--- src/hdl/iswb_pkg.sv ---
// Purpose: Shared constants and carrier types of the I2C mailbox bridge.
// Assumes: One 50 MHz system clock.
// Notes: Buffer sizes and section lengths are fixed by the host protocol.
package iswb_pkg;
  localparam logic [6:0] SLAVE_ADDR = 7'h71;
  localparam int RX_DEPTH = 202;
  localparam int TX_DEPTH = 12;
  localparam int CRC_BYTES = 2;
  localparam int STATIC_LEN = 7;
  localparam int CONT_LEN = 120;
  localparam logic [15:0] CRC_POLY = 16'h1021;
  localparam logic [15:0] CRC_INIT = 16'hFFFF;
  localparam int CLK_MHZ = 50;
  localparam int TIMEOUT_US = 10;
  localparam int TIMEOUT_CYC = TIMEOUT_US * CLK_MHZ;
  localparam logic [7:0] IDLE_BYTE = 8'hFF;
  localparam int PWR_ON_BIT = 0;

  // Bus events from the slave engine, all one-cycle pulses except rd and rx_data
  typedef struct packed {
    logic start;
    logic stop;
    logic scl_edge;
    logic addr_hit;
    logic rd;
    logic rx_valid;
    logic [7:0] rx_data;
    logic tx_req;
    logic nack;
  } iswb_evt_t;
endpackage

--- src/hdl/iswb_crc16.sv ---
// Purpose: Byte-wide CRC-16 accumulator.
// Assumes: One byte per enabled cycle, MSB first.
// Notes: Clear and enable together restart the sum with that byte.
`timescale 1ns/10ps
module iswb_crc16 (
  input wire logic clk,
  input wire logic rst_n,
  input wire logic clr,
  input wire logic en,
  input wire logic [7:0] din,
  output logic [15:0] crc
);
  logic [15:0] crc_r;
  logic [15:0] crc_nxt;
  logic [15:0] seed;

  // Eight serial steps folded into one cycle
  function automatic logic [15:0] iswb_crc_step(input logic [15:0] c, input logic [7:0] d);
    logic [15:0] r;
    r = c ^ {d, 8'h00};
    for (int i = 0; i < 8; i++) begin
      r = r[15] ? ((r << 1) ^ iswb_pkg::CRC_POLY) : (r << 1);
    end
    return r;
  endfunction

  ////////////////////////////////////////////////////////////////////////////
  // Next value
  always_comb begin
    seed = clr ? iswb_pkg::CRC_INIT : crc_r;
    crc_nxt = en ? iswb_crc_step(seed, din) : seed;
  end

  // Register
  always_ff @(posedge clk or negedge rst_n) begin
    if (!rst_n) begin
      crc_r <= iswb_pkg::CRC_INIT;
    end else begin
      crc_r <= crc_nxt;
    end
  end

  assign crc = crc_r;
endmodule

--- src/hdl/iswb_i2c_slave.sv ---
// Purpose: Byte level I2C slave engine with address filter.
// Assumes: scl_in and sda_in already synchronous to clk.
// Notes: SDA is open drain; the engine only ever pulls low.
`timescale 1ns/10ps
module iswb_i2c_slave (
  input wire logic clk,
  input wire logic rst_n,
  input wire logic scl_in,
  input wire logic sda_in,
  output logic sda_oe,
  input wire logic abort,
  input wire logic wr_allow,
  input wire logic [7:0] tx_data,
  output iswb_pkg::iswb_evt_t evt
);
  typedef enum logic [6:0] {
    S_IDLE = 7'h01,
    S_ADDR = 7'h02,
    S_AACK = 7'h04,
    S_WR = 7'h08,
    S_WACK = 7'h10,
    S_RD = 7'h20,
    S_RACK = 7'h40
  } iswb_sst_t;

  iswb_sst_t st_r, st_nxt;
  logic scl_r, sda_r, oe_r, oe_nxt, rd_r, rd_nxt;
  logic [7:0] sh_r, sh_nxt;
  logic [3:0] cnt_r, cnt_nxt;
  logic rise, fall, start, stop;

  assign rise = scl_in & ~scl_r;
  assign fall = ~scl_in & scl_r;
  assign start = scl_in & scl_r & sda_r & ~sda_in;
  assign stop = scl_in & scl_r & ~sda_r & sda_in;

  ////////////////////////////////////////////////////////////////////////////
  // Bit sequencing; SDA changes only on SCL falling edges, except the release on abort, stop or start
  always_comb begin
    st_nxt = st_r;
    sh_nxt = sh_r;
    cnt_nxt = cnt_r;
    oe_nxt = oe_r;
    rd_nxt = rd_r;
    evt = '0;
    evt.start = start;
    evt.stop = stop;
    evt.scl_edge = rise | fall;
    evt.rd = rd_r;
    evt.rx_data = sh_r;
    if (abort || stop) begin
      st_nxt = S_IDLE;
      oe_nxt = 1'b0;
    end else if (start) begin
      st_nxt = S_ADDR;
      cnt_nxt = 4'h0;
      oe_nxt = 1'b0;
    end else begin
      case (st_r)
        S_ADDR: begin
          if (rise) begin
            sh_nxt = {sh_r[6:0], sda_in};
            cnt_nxt = cnt_r + 4'h1;
          end else if (fall && cnt_r == 4'h8) begin
            if (sh_r[7:1] == iswb_pkg::SLAVE_ADDR) begin
              st_nxt = S_AACK;
              oe_nxt = 1'b1;
              rd_nxt = sh_r[0];
              evt.addr_hit = 1'b1;
              evt.rd = sh_r[0];
            end else begin
              st_nxt = S_IDLE;
            end
          end
        end
        S_AACK: begin
          if (fall) begin
            cnt_nxt = 4'h0;
            if (rd_r) begin
              sh_nxt = tx_data;
              oe_nxt = ~tx_data[7];
              evt.tx_req = 1'b1;
              st_nxt = S_RD;
            end else begin
              oe_nxt = 1'b0;
              st_nxt = S_WR;
            end
          end
        end
        S_WR: begin
          if (rise) begin
            sh_nxt = {sh_r[6:0], sda_in};
            cnt_nxt = cnt_r + 4'h1;
          end else if (fall && cnt_r == 4'h8) begin
            // No room means NACK, so the host sees the loss
            evt.rx_valid = wr_allow;
            evt.nack = ~wr_allow;
            oe_nxt = wr_allow;
            st_nxt = S_WACK;
          end
        end
        S_WACK: begin
          if (fall) begin
            oe_nxt = 1'b0;
            cnt_nxt = 4'h0;
            st_nxt = S_WR;
          end
        end
        S_RD: begin
          if (rise) begin
            cnt_nxt = cnt_r + 4'h1;
          end else if (fall) begin
            if (cnt_r == 4'h8) begin
              oe_nxt = 1'b0;
              st_nxt = S_RACK;
            end else begin
              sh_nxt = {sh_r[6:0], 1'b1};
              oe_nxt = ~sh_r[6];
            end
          end
        end
        S_RACK: begin
          if (rise) begin
            sh_nxt = {7'h00, sda_in};
          end else if (fall) begin
            if (!sh_r[0]) begin
              sh_nxt = tx_data;
              oe_nxt = ~tx_data[7];
              evt.tx_req = 1'b1;
              cnt_nxt = 4'h0;
              st_nxt = S_RD;
            end else begin
              st_nxt = S_IDLE;
            end
          end
        end
        S_IDLE: begin
          oe_nxt = 1'b0;
        end
        default: begin
          st_nxt = S_IDLE;
          oe_nxt = 1'b0;
        end
      endcase
    end
  end

  // Registers
  always_ff @(posedge clk or negedge rst_n) begin
    if (!rst_n) begin
      st_r <= S_IDLE;
      scl_r <= 1'b1;
      sda_r <= 1'b1;
      sh_r <= 8'h00;
      cnt_r <= 4'h0;
      oe_r <= 1'b0;
      rd_r <= 1'b0;
    end else begin
      st_r <= st_nxt;
      scl_r <= scl_in;
      sda_r <= sda_in;
      sh_r <= sh_nxt;
      cnt_r <= cnt_nxt;
      oe_r <= oe_nxt;
      rd_r <= rd_nxt;
    end
  end

  assign sda_oe = oe_r;
endmodule

--- src/hdl/iswb_bridge.sv ---
// Purpose: I2C slave mailbox bridging a host master to a wireless link.
// Assumes: I2C pins synchronous to clk; wireless side is byte streams.
// Notes: Notifications have no back-pressure; the sink must keep up.
//
// How it works
// - Answer only slave address 0x71.
// - Store host write bytes in 202-byte buffer.
// - Return 12-byte send buffer on reads.
// - Start plus address hit raises transfer event.
// - Check integrity only after clean completion.
// - Two trailing CRC-16 bytes checked on each clean write transfer.
// - Rewind buffer pointers after each transfer.
// - Load phone command plus fresh CRC.
// - Split into 7 static, 120 continuous bytes.
// - Forward sections only after good write.
// - Notify without waiting for acknowledgement.
// - Power-on request reaches send buffer.
// - Indicator shows data arrived from phone.
// - Start idle, slave reception enabled.
`timescale 1ns/10ps
module iswb_bridge #(
  parameter int RX_DEPTH = iswb_pkg::RX_DEPTH,
  parameter int TX_DEPTH = iswb_pkg::TX_DEPTH,
  parameter int TIMEOUT_CYC = iswb_pkg::TIMEOUT_CYC
) (
  input wire logic clk,
  input wire logic rst_n,
  input wire logic scl_in,
  input wire logic sda_in,
  output logic sda_out,
  output logic sda_oe,
  input wire logic cmd_valid,
  input wire logic [7:0] cmd_data,
  input wire logic cmd_last,
  output logic cmd_ready,
  output logic ntf_valid,
  output logic [7:0] ntf_data,
  output logic ntf_static,
  output logic ntf_last,
  output logic motor_en,
  output logic led_out,
  output logic err_flag,
  input wire logic err_clr
);
  localparam int RAW = $clog2(RX_DEPTH + 1);
  localparam int TAW = $clog2(TX_DEPTH + 1);
  localparam int TOW = $clog2(TIMEOUT_CYC + 1);
  localparam logic [RAW-1:0] RX_FULL = RAW'(RX_DEPTH);
  localparam logic [RAW-1:0] STATIC_LAST = RAW'(iswb_pkg::STATIC_LEN - 1);
  localparam logic [RAW-1:0] STATIC_END = RAW'(iswb_pkg::STATIC_LEN);
  localparam logic [RAW-1:0] SPLIT_LAST =
    RAW'(iswb_pkg::STATIC_LEN + iswb_pkg::CONT_LEN - 1);
  localparam logic [RAW-1:0] MIN_LEN =
    RAW'(iswb_pkg::STATIC_LEN + iswb_pkg::CONT_LEN + iswb_pkg::CRC_BYTES);
  localparam logic [TAW-1:0] CMD_MAX = TAW'(TX_DEPTH - iswb_pkg::CRC_BYTES);
  localparam logic [TAW-1:0] TX_END = TAW'(TX_DEPTH);
  localparam logic [TOW-1:0] TO_LAST = TOW'(TIMEOUT_CYC - 1);

  typedef enum logic [6:0] {
    T_IDLE = 7'h01,
    T_XFER = 7'h02,
    T_CHECK = 7'h04,
    T_SPLIT = 7'h08,
    T_CMD = 7'h10,
    T_CRCHI = 7'h20,
    T_CRCLO = 7'h40
  } iswb_tst_t;

  iswb_tst_t st_r, st_nxt;
  logic wr_r, wr_nxt, nack_r, nack_nxt;
  logic [RAW-1:0] rx_ptr_r, rx_ptr_nxt, rx_len_r, rx_len_nxt, rd_ptr_r, rd_ptr_nxt;
  logic [TAW-1:0] tx_ptr_r, tx_ptr_nxt, cmd_ptr_r, cmd_ptr_nxt;
  logic [TOW-1:0] to_cnt_r, to_nxt;
  logic motor_r, motor_nxt, led_r, led_nxt, err_r, err_nxt, err_set;
  logic nv_r, nv_nxt, ns_r, ns_nxt, nl_r, nl_nxt;
  logic [7:0] nd_r, nd_nxt;
  logic [7:0] rx_mem [RX_DEPTH];
  logic [7:0] tx_mem [TX_DEPTH];
  logic rx_we, tx_we, abort, wr_allow, crc_clr, crc_en;
  logic [TAW-1:0] tx_waddr;
  logic [7:0] tx_wdata, tx_byte, crc_din;
  logic [15:0] crc_val;
  iswb_pkg::iswb_evt_t evt;

  ////////////////////////////////////////////////////////////////////////////
  // Slave engine and checksum unit
  iswb_i2c_slave u_slave (
    .clk(clk),
    .rst_n(rst_n),
    .scl_in(scl_in),
    .sda_in(sda_in),
    .sda_oe(sda_oe),
    .abort(abort),
    .wr_allow(wr_allow),
    .tx_data(tx_byte),
    .evt(evt)
  );

  iswb_crc16 u_crc (
    .clk(clk),
    .rst_n(rst_n),
    .clr(crc_clr),
    .en(crc_en),
    .din(crc_din),
    .crc(crc_val)
  );

  // Writes are taken only in a live write with room left
  assign wr_allow = (st_r == T_XFER) && wr_r && (rx_ptr_r != RX_FULL);
  // Reads past the end return filler rather than wrapping
  assign tx_byte = (tx_ptr_r < TX_END) ? tx_mem[tx_ptr_r] : iswb_pkg::IDLE_BYTE;
  assign sda_out = 1'b0;

  ////////////////////////////////////////////////////////////////////////////
  // Control sequencing
  always_comb begin
    st_nxt = st_r;
    wr_nxt = wr_r;
    nack_nxt = nack_r;
    rx_ptr_nxt = rx_ptr_r;
    rx_len_nxt = rx_len_r;
    tx_ptr_nxt = tx_ptr_r;
    rd_ptr_nxt = rd_ptr_r;
    cmd_ptr_nxt = cmd_ptr_r;
    to_nxt = '0;
    motor_nxt = motor_r;
    led_nxt = led_r;
    err_set = 1'b0;
    nv_nxt = 1'b0;
    nd_nxt = nd_r;
    ns_nxt = ns_r;
    nl_nxt = 1'b0;
    abort = 1'b0;
    crc_clr = 1'b0;
    crc_en = 1'b0;
    crc_din = cmd_data;
    rx_we = 1'b0;
    tx_we = 1'b0;
    tx_waddr = cmd_ptr_r;
    tx_wdata = cmd_data;
    cmd_ready = 1'b0;
    // Read pointer runs in any state; a stop always rewinds it
    if (evt.tx_req && tx_ptr_r != TX_END) begin
      tx_ptr_nxt = tx_ptr_r + 1'b1;
    end
    if (evt.stop) begin
      tx_ptr_nxt = '0;
    end
    case (st_r)
      T_IDLE: begin
        crc_clr = 1'b1;
        if (evt.addr_hit) begin
          st_nxt = T_XFER;
          wr_nxt = ~evt.rd;
          nack_nxt = 1'b0;
          rx_ptr_nxt = '0;
        end else begin
          cmd_ready = 1'b1;
        end
      end
      T_XFER: begin
        if (evt.rx_valid) begin
          rx_we = 1'b1;
          rx_ptr_nxt = rx_ptr_r + 1'b1;
        end
        if (evt.nack) begin
          nack_nxt = 1'b1;
        end
        if (!evt.scl_edge) begin
          to_nxt = to_cnt_r + 1'b1;
        end
        if (to_cnt_r == TO_LAST) begin
          abort = 1'b1;
          err_set = 1'b1;
          st_nxt = T_IDLE;
          rx_ptr_nxt = '0;
          tx_ptr_nxt = '0;
        end else if (evt.stop || evt.start) begin
          rx_ptr_nxt = '0;
          tx_ptr_nxt = '0;
          rx_len_nxt = rx_ptr_r;
          rd_ptr_nxt = '0;
          crc_clr = 1'b1;
          st_nxt = (wr_r && !nack_r && rx_ptr_r != '0) ? T_CHECK : T_IDLE;
        end
      end
      T_CHECK: begin
        // Sum runs over payload and trailer; a clean block leaves zero
        if (rd_ptr_r != rx_len_r) begin
          crc_en = 1'b1;
          crc_din = rx_mem[rd_ptr_r];
          rd_ptr_nxt = rd_ptr_r + 1'b1;
        end else begin
          rd_ptr_nxt = '0;
          if (crc_val == 16'h0000 && rx_len_r >= MIN_LEN) begin
            st_nxt = T_SPLIT;
          end else begin
            err_set = 1'b1;
            st_nxt = T_IDLE;
          end
        end
      end
      T_SPLIT: begin
        // One byte per cycle, no stall input on purpose
        nv_nxt = 1'b1;
        nd_nxt = rx_mem[rd_ptr_r];
        ns_nxt = rd_ptr_r < STATIC_END;
        nl_nxt = (rd_ptr_r == STATIC_LAST) || (rd_ptr_r == SPLIT_LAST);
        rd_ptr_nxt = rd_ptr_r + 1'b1;
        if (rd_ptr_r == SPLIT_LAST) begin
          st_nxt = T_IDLE;
        end
      end
      T_CMD: begin
        cmd_ready = 1'b1;
      end
      T_CRCHI: begin
        tx_we = 1'b1;
        tx_wdata = crc_val[15:8];
        cmd_ptr_nxt = cmd_ptr_r + 1'b1;
        st_nxt = T_CRCLO;
      end
      T_CRCLO: begin
        tx_we = 1'b1;
        tx_wdata = crc_val[7:0];
        cmd_ptr_nxt = '0;
        led_nxt = ~led_r;
        st_nxt = T_IDLE;
      end
      default: begin
        st_nxt = T_IDLE;
      end
    endcase
    // Command bytes; overflow past the payload room is dropped
    if (cmd_ready && cmd_valid) begin
      if (cmd_ptr_r == '0) begin
        motor_nxt = cmd_data[iswb_pkg::PWR_ON_BIT];
      end
      if (cmd_ptr_r != CMD_MAX) begin
        tx_we = 1'b1;
        crc_en = 1'b1;
        cmd_ptr_nxt = cmd_ptr_r + 1'b1;
      end
      st_nxt = cmd_last ? T_CRCHI : T_CMD;
    end
    // Set wins over a simultaneous clear
    err_nxt = err_set | (err_r & ~err_clr);
  end

  // Control registers
  always_ff @(posedge clk or negedge rst_n) begin
    if (!rst_n) begin
      st_r <= T_IDLE;
      wr_r <= 1'b0;
      nack_r <= 1'b0;
      rx_ptr_r <= '0;
      rx_len_r <= '0;
      tx_ptr_r <= '0;
      rd_ptr_r <= '0;
      cmd_ptr_r <= '0;
      to_cnt_r <= '0;
      motor_r <= 1'b0;
      led_r <= 1'b0;
      err_r <= 1'b0;
      nv_r <= 1'b0;
      nd_r <= 8'h00;
      ns_r <= 1'b0;
      nl_r <= 1'b0;
    end else begin
      st_r <= st_nxt;
      wr_r <= wr_nxt;
      nack_r <= nack_nxt;
      rx_ptr_r <= rx_ptr_nxt;
      rx_len_r <= rx_len_nxt;
      tx_ptr_r <= tx_ptr_nxt;
      rd_ptr_r <= rd_ptr_nxt;
      cmd_ptr_r <= cmd_ptr_nxt;
      to_cnt_r <= to_nxt;
      motor_r <= motor_nxt;
      led_r <= led_nxt;
      err_r <= err_nxt;
      nv_r <= nv_nxt;
      nd_r <= nd_nxt;
      ns_r <= ns_nxt;
      nl_r <= nl_nxt;
    end
  end

  // Buffer storage; contents survive pointer rewinds
  always_ff @(posedge clk) begin
    if (rx_we) begin
      rx_mem[rx_ptr_r] <= evt.rx_data;
    end
    if (tx_we) begin
      tx_mem[tx_waddr] <= tx_wdata;
    end
  end

  assign ntf_valid = nv_r;
  assign ntf_data = nd_r;
  assign ntf_static = ns_r;
  assign ntf_last = nl_r;
  assign motor_en = motor_r;
  assign led_out = led_r;
  assign err_flag = err_r;
endmodule

--- config.mk ---
export PLATFORM = sky130hd
export DESIGN_NAME = iswb_bridge
export DESIGN_NICKNAME = d
export VERILOG_FILES = /design/src/hdl/iswb_pkg.sv /design/src/hdl/iswb_crc16.sv /design/src/hdl/iswb_i2c_slave.sv /design/src/hdl/iswb_bridge.sv
export SDC_FILE = /design/constraint.sdc
export NUM_CORES = 2
export LEC_CHECK = 0
export BUFFER_PORTS_ARGS = -buffer_cell sky130_fd_sc_hd__buf_2
export CAP_MARGIN = 10
export CORE_ASPECT_RATIO = 1.4
export CORE_MARGIN = 4
export CORE_UTILIZATION = 49
export DETAILED_ROUTE_END_ITERATION = 8
export GPL_ROUTABILITY_DRIVEN = 0
export PLACE_DENSITY = 0.63
export SLEW_MARGIN = 5
export SYNTH_ARGS = -nofsm -noshare
export SYNTH_HDL_FRONTEND = slang
export SYNTH_SLANG_ARGS = --single-unit
--- constraint.sdc ---
create_clock -name clk -period 11.7 [get_ports clk]
set_clock_uncertainty 0.05 [all_clocks]
set_input_delay 2.34 -clock clk [delete_from_list [all_inputs] [get_ports clk]]
set_output_delay 2.34 -clock clk [all_outputs]
set_load 0.02 [all_outputs]
==> results by group <==
STA
  – Setup TNS: 0 ns
  – Final Max Tran Viols: 0
  – Crit share post-route: between 60% and 70%
  – Worst slew pin tran: approximately 1.2 ns
  – Min Tclk post-route: between 7 and 8 ns
  – RSZ-0062 raised after global routing: no
  – Slew margin rel.: about 17%
  – Final hold violation count: 0
  – Achievable Freq: ~140 MHz
  – Final Setup Violations: 0

CTS
  – Clock latency on the worst-skew pair: roughly 0.8 ns
  – CTS Buffer Depth: 3
  – Count of cells resized by post-cts repair: 0
  – Hold_buf cts: 0
  – Setup Fix Bufs, Post-CTS: 0
  – Cts bufs inserted: around 160
  – Clock Tree Root: clkbuf_16
  – CTS sink count: between 1500 and 2000
  – H-Tree Level Count: 4
  – Clock transition at path regs: about 0.060 ns
  – CTS tree: built

Floorplanning
  – # rows: around 170
  – Core Region: between 100000 and 150000 um^2
  – Chip Height: 463.8 um
  – I/O pin count: 32
  – Die width: about 330 um
  – Initial Util: 49.23%
  – Die area: 154700 um^2

Synthesis
  – Area fraction of the dominant cell type after synthesis: between 70% and 80%
  – Synth Cell Area: approximately 73000 um^2
  – Ys flop type: edfxtp_1
  – Adder-cell share of the synthesized area: less than 1%
  – Compound-Gate Fraction of Synth Area: under 10%
  – Post-synth EDFFs: approximately 1700
  – Syn Nets: about 3800
  – Synthesized flop and latch total: 1815
  – Dominant cells by area after synthesis: edfxtp_1, mux4_2, dfrtp_1
  – Register area share after synthesis: between 70 and 80%
  – XOR/XNOR Fraction of Synth Area: less than 1%
  – Mean Syn Cell Area: 19.19 um^2
  – Cells after synthesis: 3789
  – Post-synth cell types: 85
  – Synth Area in Simple Gates: 4.595%
  – Cell taking the most area after synthesis: edfxtp_1
  – Synth warn: 0
  – Share of async-settable or async-resettable flops after synthesis: roughly 5.7%
  – Post-synthesis mux area share: between 10% and 20%
  – Main combinational cell family by area after synthesis: multiplexers

Setup path
  – Crit end category: output port
  – CP most frequent cell: buf_2
  – Flop-to-flop setup slack: roughly 6 ns
  – Worst path buffer plus inverter count: 2
  – Crit path max fanout: 9
  – Critical Path Slowest Stage Cell: a21boi_1
  – CP Class: input port to output port
  – Crit path max-delay family: compound AO/OA/AOI/OAI gates
  – Worst Path Arrival: roughly 4.6 ns
  – CP cell instances: buf_2 -> nor2b_1 -> o21ai_0 -> a21boi_1 -> nand3_1 -> nand2_1 -> o21ai_1 -> buf_2
  – Setup crit start kind: input port
  – Critical Path Max Stage Delay: around 0.6 ns
  – Worst path required time: 9.31 ns

Pwr
  – Pwr dens: around 170 nW/um^2
  – Pwr Total: around 14 mW
  – Leakage: approximately 26 nW
  – Max IR drop VDD: roughly 180 uV

Worst hold path
  – HP Class: flip-flop to flip-flop

Routing
  – DR WL/cell: between 30 and 40 um
  – Post-DRT Antenna Nets: 0
  – Post-route DRC: 0
  – DRT Wirelength: approximately 190000 um
  – Via-per-instance ratio: around 6.3
  – Via count: around 37000
  – Drt first pass iters: 8
  – Initial DRC count: roughly 4300

Finish
  – NumNets Final: between 3000 and 4000
  – Area grow syn2layout: 10.21%
  – Layout cell share with drive strength beyond 1: roughly a fifth
  – Design area: roughly 80000 um^2

GRT
  – Vias in the first global route: 37228
  – Total grt overflow: 0
  – Total GRT Usage: about a quarter
  – First-pass GRT wire length: about 270000 um
  – Initial antenna violation count: 4
  – Largest net degree at the start of global routing: between 100 and 150

Status
  – Status: complete, no violations

Place
  – Port Buf Inserts: 30
  – Area of placed instances: 74820 um^2
  – Post-DP HPWL: around 110000 um

Job
  – Maxcap violations: 0
flip-flops by register name, indices dropped and copies added (netlist names), 4 cells and up:
register and count:
rx_mem 1616, tx_mem 96, u_crc.crc 16, to_cnt_r 9, ntf_data 8, rd_ptr_r 8
rx_len_r 8, rx_ptr_r 8, u_slave.sh_r 8, st_r 7, u_slave.st_r 7, cmd_ptr_r 4
tx_ptr_r 4, u_slave.cnt_r 4
Yosys cell counts, types with 21 or more instances:
cell	number
mux2i_1	109
inv_1	21
a22oi_1	64
o21ai_0	87
nor2_1	307
mux4_2	412
buf_4	26
nor2b_1	32
clkbuf_1	102
nand2b_1	23
edfxtp_1	1712
buf_2	56
mux2_2	23
a21oi_1	60
nand2_1	186
nand3_1	56
dfrtp_1	83
nor3_1	42
worst min-delay path, stage by stage (launching register included):
cell and delay, ns:
dfrtp_1 0.34, nand2_1 0.05, nand2_1 0.05
routing by layer:
metal	GRT usage [%]	vias to the layer above	wire, um	part of all wire, %
met5	0	-	0	0
met4	9.737	0	8300	4.5
met3	4.495	392	14440	7.8
met2	39.94	1758	93930	50
met1	31.41	19730	69540	37
li1	-	15494	-	-
power breakdown:
| part | internal, mW | leakage (nW) | switching [mW] |
|---|---|---|---|
| clock network | 3.03 | 2.58 | 2.33 |
| logic | 0.153 | 6.84 | 0.597 |
| registers | 7.55 | 17.0 | 0.156 |
worst paths after layout:
path | startpoint | end | cells past startpoint
max in group asynchronous | rst_n | rd_ptr_r[1] | 2
max | sda_in | cmd_ready | 8
min in group asynchronous | rst_n | u_slave.st_r[1] | 1
min | ntf_data[6] | ntf_data[6] | 2
min reg2reg | ntf_data[6] | ntf_data[6] | 2
max reg2reg | rd_ptr_r[1] | u_crc.crc[14] | 13
through the flow:
step,util [%],cells,setup slack [ns],hold WS [ns]
floorplan,-,3789,5.287,0.4047
global placement,50.64,5616,4.733,0.3952
detailed placement,50.64,5616,4.706,0.4003
CTS,54.24,5906,4.709,0.4147
global route,54.24,5908,4.446,0.4483
finish,54.25,5914,4.671,0.4121
cell type report:
type                    count  area, um^2
diodes                      7       17.52
clock buffers             196        4267
clock inverters            94        1040
fillers                 11261       67580
inverters                  22       85.08
multi-input cells        1735       17490
flip-flops and latches   1815       54060
well taps                1943        2431
repair buffers            102       755.7
cell usage in the layout, fill, tap and decap left out, drive strengths merged, types with 15 or more instances in the layout:
master	instances
a221oi	20
nor2b	32
mux2i	109
nand3	56
nor3	42
clkbuf	196
nor4	17
inv	29
o21ai	93
xnor2	21
and3	16
a211oi	15
xor2	21
dfstp	20
ha	18
dfrtp	83
a21oi	60
bufinv	19
a22oi	64
a31oi	17
nor2	307
mux4	420
nand2	186
buf	102
edfxtp	1712
clkinv	60
o22ai	17
nand2b	23
mux2	23
cell families (layout without fill, tap and decap cells):
family          Yosys count  in the layout
buf+inv                 239            414
other cells               1              8
simple gates            741            741
compound gates          381            381
xor+xnor                 42             42
fa+ha+maj                18             18
mux                     552            552
flops                  1815           1815
No activity file was read; power rests on OpenSTA's default activity.
